`src/inc/adc_cfg_pkg.sv`:
```
// Constants, types and register map of the converter configuration bank.
// Assumes a single 10 MHz ref_clk domain; every SPI pin is sampled on it.
package adc_cfg_pkg;

  localparam int ADDR_W = 10;
  localparam int DATA_W = 8;
  localparam int HDR_BITS = 16;
  localparam int NUM_REGS = 24;

  typedef logic [ADDR_W-1:0] addr_t;
  typedef logic [DATA_W-1:0] byte_t;

  localparam addr_t ADDR_LAST = 10'h15d;
  localparam addr_t ADDR_MAX = 10'h3ff;

  localparam int POR_DELAY_CYCLES = 1 << 20;

  // Instruction header layout
  localparam int HDR_RW_BIT = 15;
  localparam int HDR_LEN_HI = 14;
  localparam int HDR_LEN_LO = 13;
  localparam int HDR_DEV_HI = 12;
  localparam int HDR_DEV_LO = 10;
  localparam int HDR_ADDR_HI = 9;
  localparam logic [1:0] LEN_CONTINUOUS = 2'h3;
  localparam logic DEV_A2_FIXED = 1'h0;

  localparam logic [3:0] HDR_LAST_BIT = 4'hf;
  localparam logic [2:0] BYTE_LAST_BIT = 3'h7;

  // Mode byte: upper copy of each field and its mirrored lower copy
  localparam int MODE_SHUTDOWN_HI = 7;
  localparam int MODE_LSB_HI = 6;
  localparam int MODE_SRST_HI = 5;
  localparam int MODE_STBY_HI = 4;
  localparam int MODE_STBY_LO = 3;
  localparam int MODE_SRST_LO = 2;
  localparam int MODE_LSB_LO = 1;
  localparam int MODE_SHUTDOWN_LO = 0;

  // Entry indices of registers whose fields leave the bank
  localparam int IDX_MODE = 0;
  localparam int IDX_CHAN = 1;
  localparam int IDX_RATE = 2;
  localparam int IDX_SDO = 3;
  localparam int IDX_SCRAMBLE = 4;
  localparam int IDX_AUTOCAL = 5;
  localparam int IDX_OFFSET_LO = 23;
  localparam int BIT_IND_RATE = 7;
  localparam int BIT_SDO_EDGE = 7;
  localparam int BIT_WCK_POL = 7;

  // Defaults of 0x54 and 0x58 are not given; value is arbitrary
  localparam byte_t DFLT_REF_DIV_LOW = 8'h00;
  localparam byte_t DFLT_CHARGE_PUMP = 8'h00;

  localparam addr_t REG_ADDR [NUM_REGS] = '{
    10'h000, 10'h001, 10'h002, 10'h004, 10'h007, 10'h01e,
    10'h052, 10'h053, 10'h054, 10'h055, 10'h056, 10'h057,
    10'h058, 10'h059, 10'h05a, 10'h05b, 10'h05c, 10'h05d,
    10'h05f, 10'h062, 10'h063, 10'h064, 10'h065, 10'h066};

  localparam byte_t REG_DEFAULT [NUM_REGS] = '{
    8'h24, 8'h0f, 8'h00, 8'h9f, 8'h62, 8'h80,
    8'h0a, 8'h45, DFLT_REF_DIV_LOW, 8'h48, 8'h78, 8'h40,
    DFLT_CHARGE_PUMP, 8'h41, 8'h2f, 8'h27, 8'h27, 8'h27,
    8'hf1, 8'h10, 8'h01, 8'h03, 8'h00, 8'h00};

  localparam byte_t REG_IMPL_MASK [NUM_REGS] = '{
    8'hff, 8'hff, 8'hff, 8'hff, 8'hff, 8'hff,
    8'hff, 8'hff, 8'hff, 8'hff, 8'hff, 8'hff,
    8'hff, 8'h7f, 8'h7f, 8'h7f, 8'h7f, 8'h7f,
    8'hff, 8'h7f, 8'hff, 8'hff, 8'hff, 8'hff};

  // Read-only registers sit at the top of the map, beyond this bank
  localparam logic [NUM_REGS-1:0] REG_READ_ONLY = 24'h000000;

endpackage

```
`src/rtl/por_init_timer.sv`:
```
// Power-on delay counter that triggers the first default load.
// Assumes rst is the power-on reset, asynchronous and active high.
`timescale 1ns/10ps
module por_init_timer #(
  parameter int DELAY_CYCLES = adc_cfg_pkg::POR_DELAY_CYCLES
) (
  input wire logic ref_clk,
  input wire logic rst,
  output logic init_load,
  output logic init_done
);
  import adc_cfg_pkg::*;

  localparam int CNT_W = $clog2(DELAY_CYCLES + 1);
  localparam logic [CNT_W-1:0] CNT_LAST = CNT_W'(DELAY_CYCLES - 1);

  logic [CNT_W-1:0] cnt_r;
  logic done_r;
  wire at_last = (cnt_r == CNT_LAST);

  assign init_load = !done_r && at_last;
  assign init_done = done_r;

  always_ff @(posedge ref_clk or posedge rst) begin
    if (rst) begin
      cnt_r <= '0;
      done_r <= 1'b0;
    end else if (!done_r) begin
      cnt_r <= cnt_r + 1'b1;
      done_r <= at_last;
    end
  end

endmodule

```
`src/rtl/cfg_reg_entry.sv`:
```
// One eight-bit configuration register with default, mask and access mode.
// Assumes the caller has already decoded the address into wr_en.
`timescale 1ns/10ps
module cfg_reg_entry #(
  parameter adc_cfg_pkg::byte_t DEFAULT = 8'h00,
  parameter adc_cfg_pkg::byte_t IMPL_MASK = 8'hff,
  parameter bit READ_ONLY = 1'b0,
  parameter bit MIRROR = 1'b0
) (
  input wire logic ref_clk,
  input wire logic rst,
  input wire logic load_defaults,
  input wire logic wr_en,
  input wire adc_cfg_pkg::byte_t wr_data,
  output adc_cfg_pkg::byte_t q
);
  import adc_cfg_pkg::*;

  byte_t q_r;
  byte_t q_nxt;
  logic shut;
  logic lsb;
  logic srst_n;
  logic stby;

  assign shut = wr_data[MODE_SHUTDOWN_HI] | wr_data[MODE_SHUTDOWN_LO];
  assign lsb = wr_data[MODE_LSB_HI] | wr_data[MODE_LSB_LO];
  assign srst_n = wr_data[MODE_SRST_HI] & wr_data[MODE_SRST_LO];
  assign stby = wr_data[MODE_STBY_HI] | wr_data[MODE_STBY_LO];

  wire byte_t mirrored = {shut, lsb, srst_n, stby, stby, srst_n, lsb, shut};
  wire byte_t wr_value = MIRROR ? mirrored : wr_data;

  always_comb begin
    q_nxt = q_r;
    if (load_defaults) begin
      q_nxt = DEFAULT & IMPL_MASK;
    end else if (wr_en && !READ_ONLY) begin
      q_nxt = wr_value & IMPL_MASK;
    end
  end

  always_ff @(posedge ref_clk or posedge rst) begin
    if (rst) begin
      q_r <= 8'h00;
    end else begin
      q_r <= q_nxt;
    end
  end

  assign q = q_r;

endmodule

```
`src/rtl/adc_config_register_bank.sv`:
```
// Configuration register bank with its serial command front end.
// Assumes cs_n, sclk, sdio_in and the address straps are synchronous
// to ref_clk, and that sclk runs well below half the ref_clk rate.
`timescale 1ns/10ps
module adc_config_register_bank #(
  parameter int POR_DELAY = adc_cfg_pkg::POR_DELAY_CYCLES
) (
  input wire logic ref_clk,
  input wire logic rst,
  input wire logic hw_reset_n,
  input wire logic dev_addr1,
  input wire logic dev_addr0,
  input wire logic cs_n,
  input wire logic sclk,
  input wire logic sdio_in,
  output logic sdio_out,
  output logic sdio_oe,
  output logic config_ready,
  output logic shutdown,
  output logic standby,
  output logic lsb_first,
  output logic soft_reset_n,
  output logic independent_rate_enable,
  output logic [3:0] output_word_rate,
  output logic [3:0] output_clock_rate,
  output logic serial_out_edge_select,
  output logic word_clock_polarity,
  output adc_cfg_pkg::byte_t autocal_delay_value,
  output adc_cfg_pkg::byte_t global_offset_value,
  output logic [adc_cfg_pkg::NUM_REGS-1:0][7:0] cfg_regs
);
  import adc_cfg_pkg::*;

  typedef enum logic [2:0] {
    ST_IDLE,
    ST_HDR,
    ST_WRITE,
    ST_READ,
    ST_SKIP
  } frame_state_t;

  ////////////////////////////////////////////////////////////////////////
  // Initialisation

  logic por_load;
  logic por_done;

  por_init_timer #(
    .DELAY_CYCLES(POR_DELAY)
  ) u_por (
    .ref_clk(ref_clk),
    .rst(rst),
    .init_load(por_load),
    .init_done(por_done)
  );

  wire load_defaults = por_load | (por_done & !hw_reset_n);
  wire serial_enable = por_done & hw_reset_n;
  assign config_ready = serial_enable;

  ////////////////////////////////////////////////////////////////////////
  // Frame engine state

  frame_state_t state_r;
  frame_state_t state_nxt;
  logic [HDR_BITS-1:0] hdr_r;
  logic [HDR_BITS-1:0] hdr_nxt;
  byte_t rx_r;
  byte_t rx_nxt;
  byte_t tx_r;
  byte_t tx_nxt;
  logic [3:0] bit_r;
  logic [3:0] bit_nxt;
  addr_t addr_r;
  addr_t addr_nxt;
  logic [1:0] len_r;
  logic [1:0] len_nxt;
  logic [1:0] cnt_r;
  logic [1:0] cnt_nxt;
  logic last_r;
  logic last_nxt;
  logic sclk_q_r;
  logic sdo_r;
  logic sdo_nxt;
  logic oe_r;
  logic oe_nxt;
  logic wr_en_r;
  logic wr_en_nxt;
  byte_t wr_data_r;
  byte_t wr_data_nxt;
  byte_t rd_data;

  wire sclk_rise = !cs_n && sclk && !sclk_q_r;
  wire sclk_fall = !cs_n && !sclk && sclk_q_r;

  // Bit order follows the mode register for header and data alike
  wire [HDR_BITS-1:0] hdr_shift = lsb_first ?
    {sdio_in, hdr_r[HDR_BITS-1:1]} : {hdr_r[HDR_BITS-2:0], sdio_in};
  wire byte_t rx_shift = lsb_first ?
    {sdio_in, rx_r[7:1]} : {rx_r[6:0], sdio_in};
  wire byte_t tx_shift = lsb_first ? {1'b0, tx_r[7:1]} : {tx_r[6:0], 1'b0};
  wire tx_bit = lsb_first ? tx_r[0] : tx_r[7];
  wire byte_t rd_shift = lsb_first ?
    {1'b0, rd_data[7:1]} : {rd_data[6:0], 1'b0};
  wire rd_first_bit = lsb_first ? rd_data[0] : rd_data[7];

  wire [2:0] own_dev = {DEV_A2_FIXED, dev_addr1, dev_addr0};
  wire dev_match = (hdr_shift[HDR_DEV_HI:HDR_DEV_LO] == own_dev);
  wire hdr_read = hdr_shift[HDR_RW_BIT];
  wire [1:0] hdr_len = hdr_shift[HDR_LEN_HI:HDR_LEN_LO];
  wire addr_t hdr_addr = hdr_shift[HDR_ADDR_HI:0];
  wire byte_done = (bit_r[2:0] == BYTE_LAST_BIT);
  wire final_byte = (len_r != LEN_CONTINUOUS) && (cnt_r == len_r);

  wire addr_t addr_step = (addr_r == ADDR_MAX) ? addr_r :
    addr_t'(addr_r + 1'b1);

  ////////////////////////////////////////////////////////////////////////
  // Frame sequencing

  always_comb begin
    state_nxt = state_r;
    hdr_nxt = hdr_r;
    rx_nxt = rx_r;
    tx_nxt = tx_r;
    bit_nxt = bit_r;
    addr_nxt = addr_r;
    len_nxt = len_r;
    cnt_nxt = cnt_r;
    last_nxt = last_r;
    sdo_nxt = sdo_r;
    oe_nxt = oe_r;
    wr_en_nxt = 1'b0;
    wr_data_nxt = wr_data_r;
    if (cs_n) begin
      state_nxt = ST_IDLE;
      oe_nxt = 1'b0;
      bit_nxt = 4'h0;
    end else begin
      case (state_r)
        ST_IDLE: begin
          state_nxt = serial_enable ? ST_HDR : ST_SKIP;
          bit_nxt = 4'h0;
          cnt_nxt = 2'h0;
          last_nxt = 1'b0;
        end
        ST_HDR: begin
          if (sclk_rise) begin
            hdr_nxt = hdr_shift;
            bit_nxt = bit_r + 1'b1;
            if (bit_r == HDR_LAST_BIT) begin
              bit_nxt = 4'h0;
              addr_nxt = hdr_addr;
              len_nxt = hdr_len;
              if (!dev_match) begin
                state_nxt = ST_SKIP;
              end else if (hdr_read) begin
                state_nxt = ST_READ;
              end else begin
                state_nxt = ST_WRITE;
              end
            end
          end
        end
        ST_WRITE: begin
          if (sclk_rise) begin
            rx_nxt = rx_shift;
            bit_nxt = bit_r + 1'b1;
            if (byte_done) begin
              bit_nxt = 4'h0;
              wr_en_nxt = 1'b1;
              wr_data_nxt = rx_shift;
              addr_nxt = addr_step;
              cnt_nxt = cnt_r + 1'b1;
              if (final_byte) begin
                state_nxt = ST_SKIP;
              end
            end
          end
        end
        ST_READ: begin
          if (sclk_fall) begin
            if (bit_r == 4'h0) begin
              if (last_r) begin
                state_nxt = ST_SKIP;
                oe_nxt = 1'b0;
              end else begin
                sdo_nxt = rd_first_bit;
                tx_nxt = rd_shift;
                oe_nxt = 1'b1;
                bit_nxt = 4'h1;
              end
            end else begin
              sdo_nxt = tx_bit;
              tx_nxt = tx_shift;
              bit_nxt = bit_r + 1'b1;
              if (byte_done) begin
                bit_nxt = 4'h0;
                addr_nxt = addr_step;
                cnt_nxt = cnt_r + 1'b1;
                last_nxt = final_byte;
              end
            end
          end
        end
        ST_SKIP: begin
          oe_nxt = 1'b0;
        end
        default: begin
          state_nxt = ST_SKIP;
          oe_nxt = 1'b0;
        end
      endcase
    end
  end

  always_ff @(posedge ref_clk or posedge rst) begin
    if (rst) begin
      state_r <= ST_IDLE;
      hdr_r <= '0;
      rx_r <= 8'h00;
      tx_r <= 8'h00;
      bit_r <= 4'h0;
      addr_r <= '0;
      len_r <= 2'h0;
      cnt_r <= 2'h0;
      last_r <= 1'b0;
    end else begin
      state_r <= state_nxt;
      hdr_r <= hdr_nxt;
      rx_r <= rx_nxt;
      tx_r <= tx_nxt;
      bit_r <= bit_nxt;
      addr_r <= addr_nxt;
      len_r <= len_nxt;
      cnt_r <= cnt_nxt;
      last_r <= last_nxt;
    end
  end

  always_ff @(posedge ref_clk or posedge rst) begin
    if (rst) begin
      sclk_q_r <= 1'b0;
      sdo_r <= 1'b0;
      oe_r <= 1'b0;
      wr_en_r <= 1'b0;
      wr_data_r <= 8'h00;
    end else begin
      sclk_q_r <= sclk;
      sdo_r <= sdo_nxt;
      oe_r <= oe_nxt;
      wr_en_r <= wr_en_nxt;
      wr_data_r <= wr_data_nxt;
    end
  end

  assign sdio_out = sdo_r;
  assign sdio_oe = oe_r;

  ////////////////////////////////////////////////////////////////////////
  // Register array and decode

  // Write strobe is one cycle late, so it carries its own address
  addr_t wr_addr_r;

  always_ff @(posedge ref_clk or posedge rst) begin
    if (rst) begin
      wr_addr_r <= '0;
    end else if (wr_en_nxt) begin
      wr_addr_r <= addr_r;
    end
  end

  wire rd_in_range = (addr_r <= ADDR_LAST);
  wire wr_in_range = (wr_addr_r <= ADDR_LAST);

  byte_t rd_chain [NUM_REGS+1];
  assign rd_chain[0] = 8'h00;

  genvar gi;
  generate
    for (gi = 0; gi < NUM_REGS; gi++) begin : g_reg
      wire rd_hit = rd_in_range && (addr_r == REG_ADDR[gi]);
      wire wr_hit = wr_en_r && wr_in_range && (wr_addr_r == REG_ADDR[gi]);
      cfg_reg_entry #(
        .DEFAULT(REG_DEFAULT[gi]),
        .IMPL_MASK(REG_IMPL_MASK[gi]),
        .READ_ONLY(REG_READ_ONLY[gi]),
        .MIRROR(gi == IDX_MODE)
      ) u_entry (
        .ref_clk(ref_clk),
        .rst(rst),
        .load_defaults(load_defaults),
        .wr_en(wr_hit),
        .wr_data(wr_data_r),
        .q(cfg_regs[gi])
      );
      assign rd_chain[gi+1] = rd_chain[gi] | (rd_hit ? cfg_regs[gi] : 8'h00);
    end
  endgenerate

  assign rd_data = rd_chain[NUM_REGS];

  ////////////////////////////////////////////////////////////////////////
  // Fields driven into the converter

  assign shutdown = cfg_regs[IDX_MODE][MODE_SHUTDOWN_HI];
  assign lsb_first = cfg_regs[IDX_MODE][MODE_LSB_HI];
  assign soft_reset_n = cfg_regs[IDX_MODE][MODE_SRST_HI];
  assign standby = cfg_regs[IDX_MODE][MODE_STBY_HI];
  assign independent_rate_enable = cfg_regs[IDX_CHAN][BIT_IND_RATE];
  assign output_word_rate = cfg_regs[IDX_RATE][7:4];
  assign output_clock_rate = cfg_regs[IDX_RATE][3:0];
  assign serial_out_edge_select = cfg_regs[IDX_SDO][BIT_SDO_EDGE];
  assign word_clock_polarity = cfg_regs[IDX_SCRAMBLE][BIT_WCK_POL];
  assign autocal_delay_value = cfg_regs[IDX_AUTOCAL];
  assign global_offset_value = cfg_regs[IDX_OFFSET_LO];

endmodule

```
`config.mk`:
```
export PLATFORM = sky130hd
export DESIGN_NAME = adc_config_register_bank
export DESIGN_NICKNAME = d
export VERILOG_FILES = /design/src/inc/adc_cfg_pkg.sv /design/src/rtl/por_init_timer.sv /design/src/rtl/cfg_reg_entry.sv /design/src/rtl/adc_config_register_bank.sv
export SDC_FILE = /design/constraint.sdc
export NUM_CORES = 1
export LEC_CHECK = 0
export ABC_CLOCK_PERIOD_IN_PS = 16700
export BUFFER_PORTS_ARGS = -buffer_cell sky130_fd_sc_hd__buf_4
export CAP_MARGIN = 30
export CORE_MARGIN = 2
export CORE_UTILIZATION = 37
export CTS_CLUSTER_SIZE = 25
export DETAILED_ROUTE_END_ITERATION = 10
export GPL_TIMING_DRIVEN = 0
export MAX_ROUTING_LAYER = met4
export PLACE_DENSITY = 0.68
export SKIP_CTS_REPAIR_TIMING = 1
export SLEW_MARGIN = 15
export SYNTH_ARGS = -nofsm -noshare
export SYNTH_HDL_FRONTEND = slang
export SYNTH_SLANG_ARGS = --single-unit
```
`constraint.sdc`:
```
create_clock -name ref_clk -period 16.7 [get_ports ref_clk]
set_clock_uncertainty 0.2 [all_clocks]
set_input_delay 0.835 -clock ref_clk [delete_from_list [all_inputs] [get_ports ref_clk]]
set_output_delay 0.835 -clock ref_clk [all_outputs]
set_load 0.05 [all_outputs]
```
==> reports/qor.yml, run 1 <==
status: "finished clean"
utilization: 0.469
yosys_register_bits: 280
setup_ws_ns: 12.58
drv_cap: 0
cts_sinks: 280
syn-instance-count: 1521
finalSetupViolCount: 0
power.density_nw_per_um2: 84.8
fp.dieH_um: 202
synth_flop_cell: "dfrtp_1"
rsz0062_at_grt: "no"
synth_cell_types: 84
grt_first_pass_wirelength_um: 89400
drv_slew: 0
vdd_drop_max_mv: 0.0693
place_congestion: 1.02
path_clk_slew_ns: 0.06
yosysSeqAreaShare: 0.483
post-place-ws_ns: 12.84
grt-ovfl-total: 0
grt_use_met1: 0.405
syn_to_final_growth_pct: 24.9
num_rows: 72
placedInstanceArea_um2: 17000
critPathMaxFanout: 10
antenna_found_initial: 2
hp-class: "input port to async pin"
total_power_mw: 1.54
root_buffer: "clkbuf_16"
worstSetupPathType: "flip-flop to flip-flop"
drtIter0Drc: 1643
required_ns: 16.93
nNetsFinal: 1812
leakage_nw: 8.19
syn_area_per_cell_um2: 9.54
grt_max_degree: 107
dp_cells: 2280
cts.path.max_buffers: 3
slew_headroom: 0.242
drc: 0
routed-via-count: 13600
first_pass_iters: 6
ios: 234
max_freq_mhz: 243
grt_use_total: 0.305
core_um2: 38600
synth_edf_count: 0
grt.met3_usage: 0.0639
fin_tns_setup_ns: 0
min_period_over_period: 0.247
grt_pass1_vias: 13200
drtAntennaViolNets: 0
cts_tree: "done"
routed_wl_um: 61300
die_w_um: 202
fin_crit_ns: 4.12
endpoint_kind: "flip-flop"
grt.busiest_layer: "met2"
critPathArrivalTime_ns: 4.34
clock_latency_ns: 0.58
hpwl_um: 45700
post-route-cell-area_um2: 18100
critPathLaunchType: "flip-flop"
synth-warning-count: 0
hold_slack_ns: 0.182
drive_gt1_frac: 0.228
initial_core_util: 0.376
io_buffer_count: 227
wl_per_cell_um: 26.2
cts_made_buffers: 30
vias_per_cell: 5.83
instances_no_fill: 2340
report.final.hold_viol_count: 0
syn-cell-area_um2: 14500
cts-htree-levels: 1
worstMarginPinSlew_ns: 1.14
die-area_um2: 40800
ys_async_sr_fraction: 1.00
met2_usage: 0.451
==> registers in the layout, summed over array words and instances, names as in the netlist <==
| name | cells |
|---|---|
| g.u_entry.q | 182 |
| u_por.cnt_r | 21 |
| hdr_r | 16 |
| addr_r | 10 |
| wr_addr_r | 10 |
| rx_r | 8 |
| tx_r | 8 |
| wr_data_r | 8 |
| bit_r | 4 |
| state_r | 3 |
| cnt_r | 2 |
| len_r | 2 |
| last_r | 1 |
| sclk_q_r | 1 |
| sdio_oe | 1 |
| sdio_out | 1 |
| u_por.init_done | 1 |
| wr_en_r | 1 |
==> metal layers <==
metal  routed length, µm  vias to the layer above
met4                2930                        0
met5                   0                        -
met1               24700                     6757
met3                6380                      151
li1                    -                     5932
met2               27200                      809
==> critical path: stages, from the launching register on <==
cell and delay [ns]:
dfrtp_1 0.45, ha_1 0.42, clkbuf_1 0.48, clkbuf_1 0.57
a222oi_1 0.57, o22ai_1 0.16, nor3_1 0.41, nand4_1 0.35
a31oi_1 0.26, o31ai_1 0.09
==> cells in the mapped netlist (10+ instances only) <==
library cell | n | area (µm²)
o22ai_1 | 10 | 62.6
buf_4 | 44 | 330
nand2_1 | 224 | 841
xnor2_1 | 18 | 158
nand4_1 | 12 | 75.1
nand3_1 | 133 | 666
inv_1 | 17 | 63.8
nor3_1 | 15 | 75.1
clkbuf_1 | 77 | 289
and3_1 | 16 | 100
a22o_1 | 16 | 140
buf_2 | 30 | 150
a22oi_1 | 28 | 210
a32oi_1 | 11 | 96.3
dfrtp_1 | 280 | 7010
mux2i_1 | 128 | 1280
o21ai_0 | 54 | 270
nor2_1 | 108 | 405
a222oi_1 | 11 | 110
a21oi_1 | 85 | 425
==> layout make-up <==
type                       count  area (µm²)
clock buffer                  45         898
clock inverter                11         155
sequential                   280        7010
buffer                       163         837
fill                        3686       20500
multi-input combinational   1065        6640
antenna                        2        5.00
timing repair buffer         238        1870
tap                          518         648
inverter                      18        75.1
==> cells in the final DEF (no fill, tap or decap), types with 10 or more instances in the layout <==
cell and n:
and3_1 16, clkbuf_1 84, buf_4 275, nand4_1 12, a222oi_1 11, nor3_1 13, xnor2_1 18, mux2i_1 128
nor2_1 108, o22ai_1 10, a22oi_1 28, inv_1 16, nand3_1 133, a21oi_1 85, clkbuf_16 31, a32oi_1 11
o21ai_0 54, a22o_1 16, nand2_1 224, dfrtp_1 280, buf_2 30
==> report_power, final <==
group / switching, mW / internal (mW) / leakage, nW
combinational: 0.0940 / 0.0333 / 4.09
sequential: 0.00660 / 0.685 / 3.57
clock: 0.287 / 0.431 / 0.525
total: 0.388 / 1.15 / 8.19
==> cells by family after synthesis <==
kind of cell    Yosys count  share of synthesized area
simple gates            601                      0.205
compound gates          289                      0.134
flops                   280                      0.483
buf+inv                 181                     0.0623
mux                     137                     0.0952
xor+xnor                 24                     0.0145
fa+ha+maj                 8                    0.00690
other cells               1                   0.000258
==> worst paths after layout <==
| kind | start | end | slack [ns] | cells after the start |
|---|---|---|---|---|
| max | addr_r[0]$_DFFE_PP0P_ | tx_r[2]$_DFFE_PP0P_ | 12.58 | 9 |
| min | rst | g_reg[14].u_entry.q[6]$_DFFE_PP0P_ | 0.18 | 3 |
| max reg2reg | addr_r[0]$_DFFE_PP0P_ | tx_r[2]$_DFFE_PP0P_ | 12.58 | 9 |
| min reg2reg | u_por.cnt_r[8]$_DFFE_PP0N_ | u_por.cnt_r[8]$_DFFE_PP0N_ | 0.27 | 1 |
| max in group asynchronous | rst | g_reg[7].u_entry.q[2]$_DFFE_PP0P_ | 15.17 | 4 |
| min in group ref_clk | sclk | sclk_q_r$_DFF_PP0_ | 0.19 | 1 |
No activity file was read; power rests on OpenSTA's default activity.
==> inputs of run 2 (changes only) <==
Settings changed: ABC_CLOCK_PERIOD_IN_PS 16700 to 3680, PLACE_DENSITY 0.68 to 0.7.
Clock period 16.7 ns to 3.68 ns, I/O delays scaled along.
==> run 2 against run 1 <==
The flow now finishes with violations (negative hold slack, negative setup slack). Setup slack worse by 13 ns. Highest routed layer unchanged. Final area increased by 0.12%. Utilization grew 0.058 points.
==> reports/qor.yml, run 2 (synthesis results as in run 1) <==
endpoint_kind: "flip-flop"
critPathMaxFanout: 10
pwr-share-seq: 0.474
vias_per_cell: 5.87
grt_pass1_vias: 13100
place_congestion: 1.00
antenna_found_initial: 0
rsz0062_at_grt: "yes"
drtAntennaViolNets: 0
critPathLaunchType: "flip-flop"
core_um2: 38600
min_period_over_period: 1.03
final_common_cell: "dfrtp_1"
layout_common_cells: "dfrtp_1 (280), buf_4 (275), nand2_1 (224)"
drc: 0
power.density_nw_per_um2: 365
vdd_drop_max_mv: 0.343
reg2reg_from: "addr_r[0]$_DFFE_PP0P_"
num_rows: 72
min_path_cells: 4
grt_first_pass_wirelength_um: 89600
p_comb_frac: 0.091
critPathArrivalTime_ns: 4.05
max_freq_mhz: 264
r2r-end: "tx_r[3]$_DFFE_PP0P_"
largest_reg_flops: 182
root_buffer: "clkbuf_16"
routed-via-count: 13800
first_pass_iters: 6
min_to: "state_r[1]$_DFFE_PP0P_"
path_clk_slew_ns: 0.07
cts.path.max_buffers: 3
fp.dieH_um: 202
drtIter0Drc: 1544
required_ns: 3.94
worstSetupPathType: "flip-flop to flip-flop"
reg2reg_setup_slack_ns: -0.11
io_buffer_count: 227
switching_share: 0.262
multi_input_area_um2: 6660
status: "finished, violations left"
hp-start: "dev_addr1"
syn_to_final_growth_pct: 25.1
drv_cap: 0
drive_gt1_frac: 0.230
die_w_um: 202
clock_latency_ns: 0.58
nNetsFinal: 1824
utilization: 0.470
r2r_cells: 9
leakage_nw: 8.19
grt-ovfl-total: 0
startpoint: "addr_r[0]$_DFFE_PP0P_"
switchingPower_mw: 1.74
hp-class: "input port to flip-flop"
fin_crit_ns: 3.79
fillers: 3680
cts-htree-levels: 1
die-area_um2: 40800
slew_headroom: 0.305
routed_wl_um: 61800
wl_per_cell_um: 26.3
drv_slew: 0
ios: 234
grt_use_total: 0.305
p_int_mw: 4.89
cts_made_buffers: 30
report.final.hold_viol_count: 1
antenna_cells: 0
initial_core_util: 0.376
register_area_um2: 7010
cts_sinks: 280
hpwl_um: 46800
worstMarginPinSlew_ns: 1.04
grt_max_degree: 37
hold_slack_ns: -0.0154
setup_ws_ns: -0.113
clock_power_share: 0.435
finalSetupViolCount: 3
violations: "negative hold slack, negative setup slack"
cts_tree: "done"
-- run 2: cell types whose count changed in the layout (fill, tap and decap cells not counted), sizes merged --
cell / change
diode: -2
clkinvlp: +2
bufinv: -4
dlygate4sd3: +4
inv: -1
buf: +8
-- run 2: how the worst max path moves through the flow --
stage,endpoint
2_1_floorplan,addr_r[0]$_DFFE_PP0P_
3_3_place_gp,g_reg[7].u_entry.q[3]$_DFFE_PP0P_
3_5_place_dp,tx_r[0]$_DFFE_PP0P_
4_1_cts,tx_r[0]$_DFFE_PP0P_
5_1_grt,tx_r[0]$_DFFE_PP0P_
6_report,tx_r[3]$_DFFE_PP0P_
-- run 2: layout make-up --
type | instances | area share
Buffer | 163 | 0.0462
Multi-Input combinational cell | 1065 | 0.366
Timing Repair Buffer | 250 | 0.112
Tap cell | 518 | 0.0357
Sequential cell | 280 | 0.386
Inverter | 18 | 0.00393
Clock inverter | 8 | 0.00234
Clock buffer | 45 | 0.0478
-- run 2: stage by stage --
stage	std cells	power, mW	setup TNS [ns]	area (µm²)	setup slack, ns
2_1_floorplan	1526	3.53	-115.17	14500	-0.411
3_3_place_gp	2271	3.75	-557.49	16900	-2.01
3_5_place_dp	2289	3.78	-0.580	17200	-0.187
4_1_cts	2342	6.64	-0.769	18100	-0.203
5_1_grt	2347	6.80	-0.149	18200	-0.134
6_report	2347	6.63	-0.146	18200	-0.113
-- run 2: critical path, cell delays in order (launching register included) --
cell,delay (ns)
dfrtp_1,0.46
inv_1,0.12
ha_1,0.20
buf_2,0.27
clkbuf_1,0.48
a222oi_1,0.51
o22ai_1,0.21
a211oi_1,0.52
a31oi_1,0.30
a221o_1,0.38
-- run 2: routing by layer --
| layer | up-vias | track usage | routed length [µm] |
|---|---|---|---|
| li1 | 5959 | - | - |
| met1 | 6869 | 0.414 | 25500 |
| met2 | 783 | 0.459 | 28100 |
| met3 | 169 | 0.0468 | 5500 |
| met4 | 0 | 0.121 | 2720 |
| met5 | - | - | 0 |
-- run 2: power groups by stage --
stage               Sequential, mW  Combinational (mW)  Clock [mW]
floorplan                     3.20               0.331           0
global placement              3.20               0.548           0
detailed placement            3.20               0.584           0
CTS                           3.14               0.585        2.91
global route                  3.14               0.631        3.03
finish                        3.14               0.603        2.89
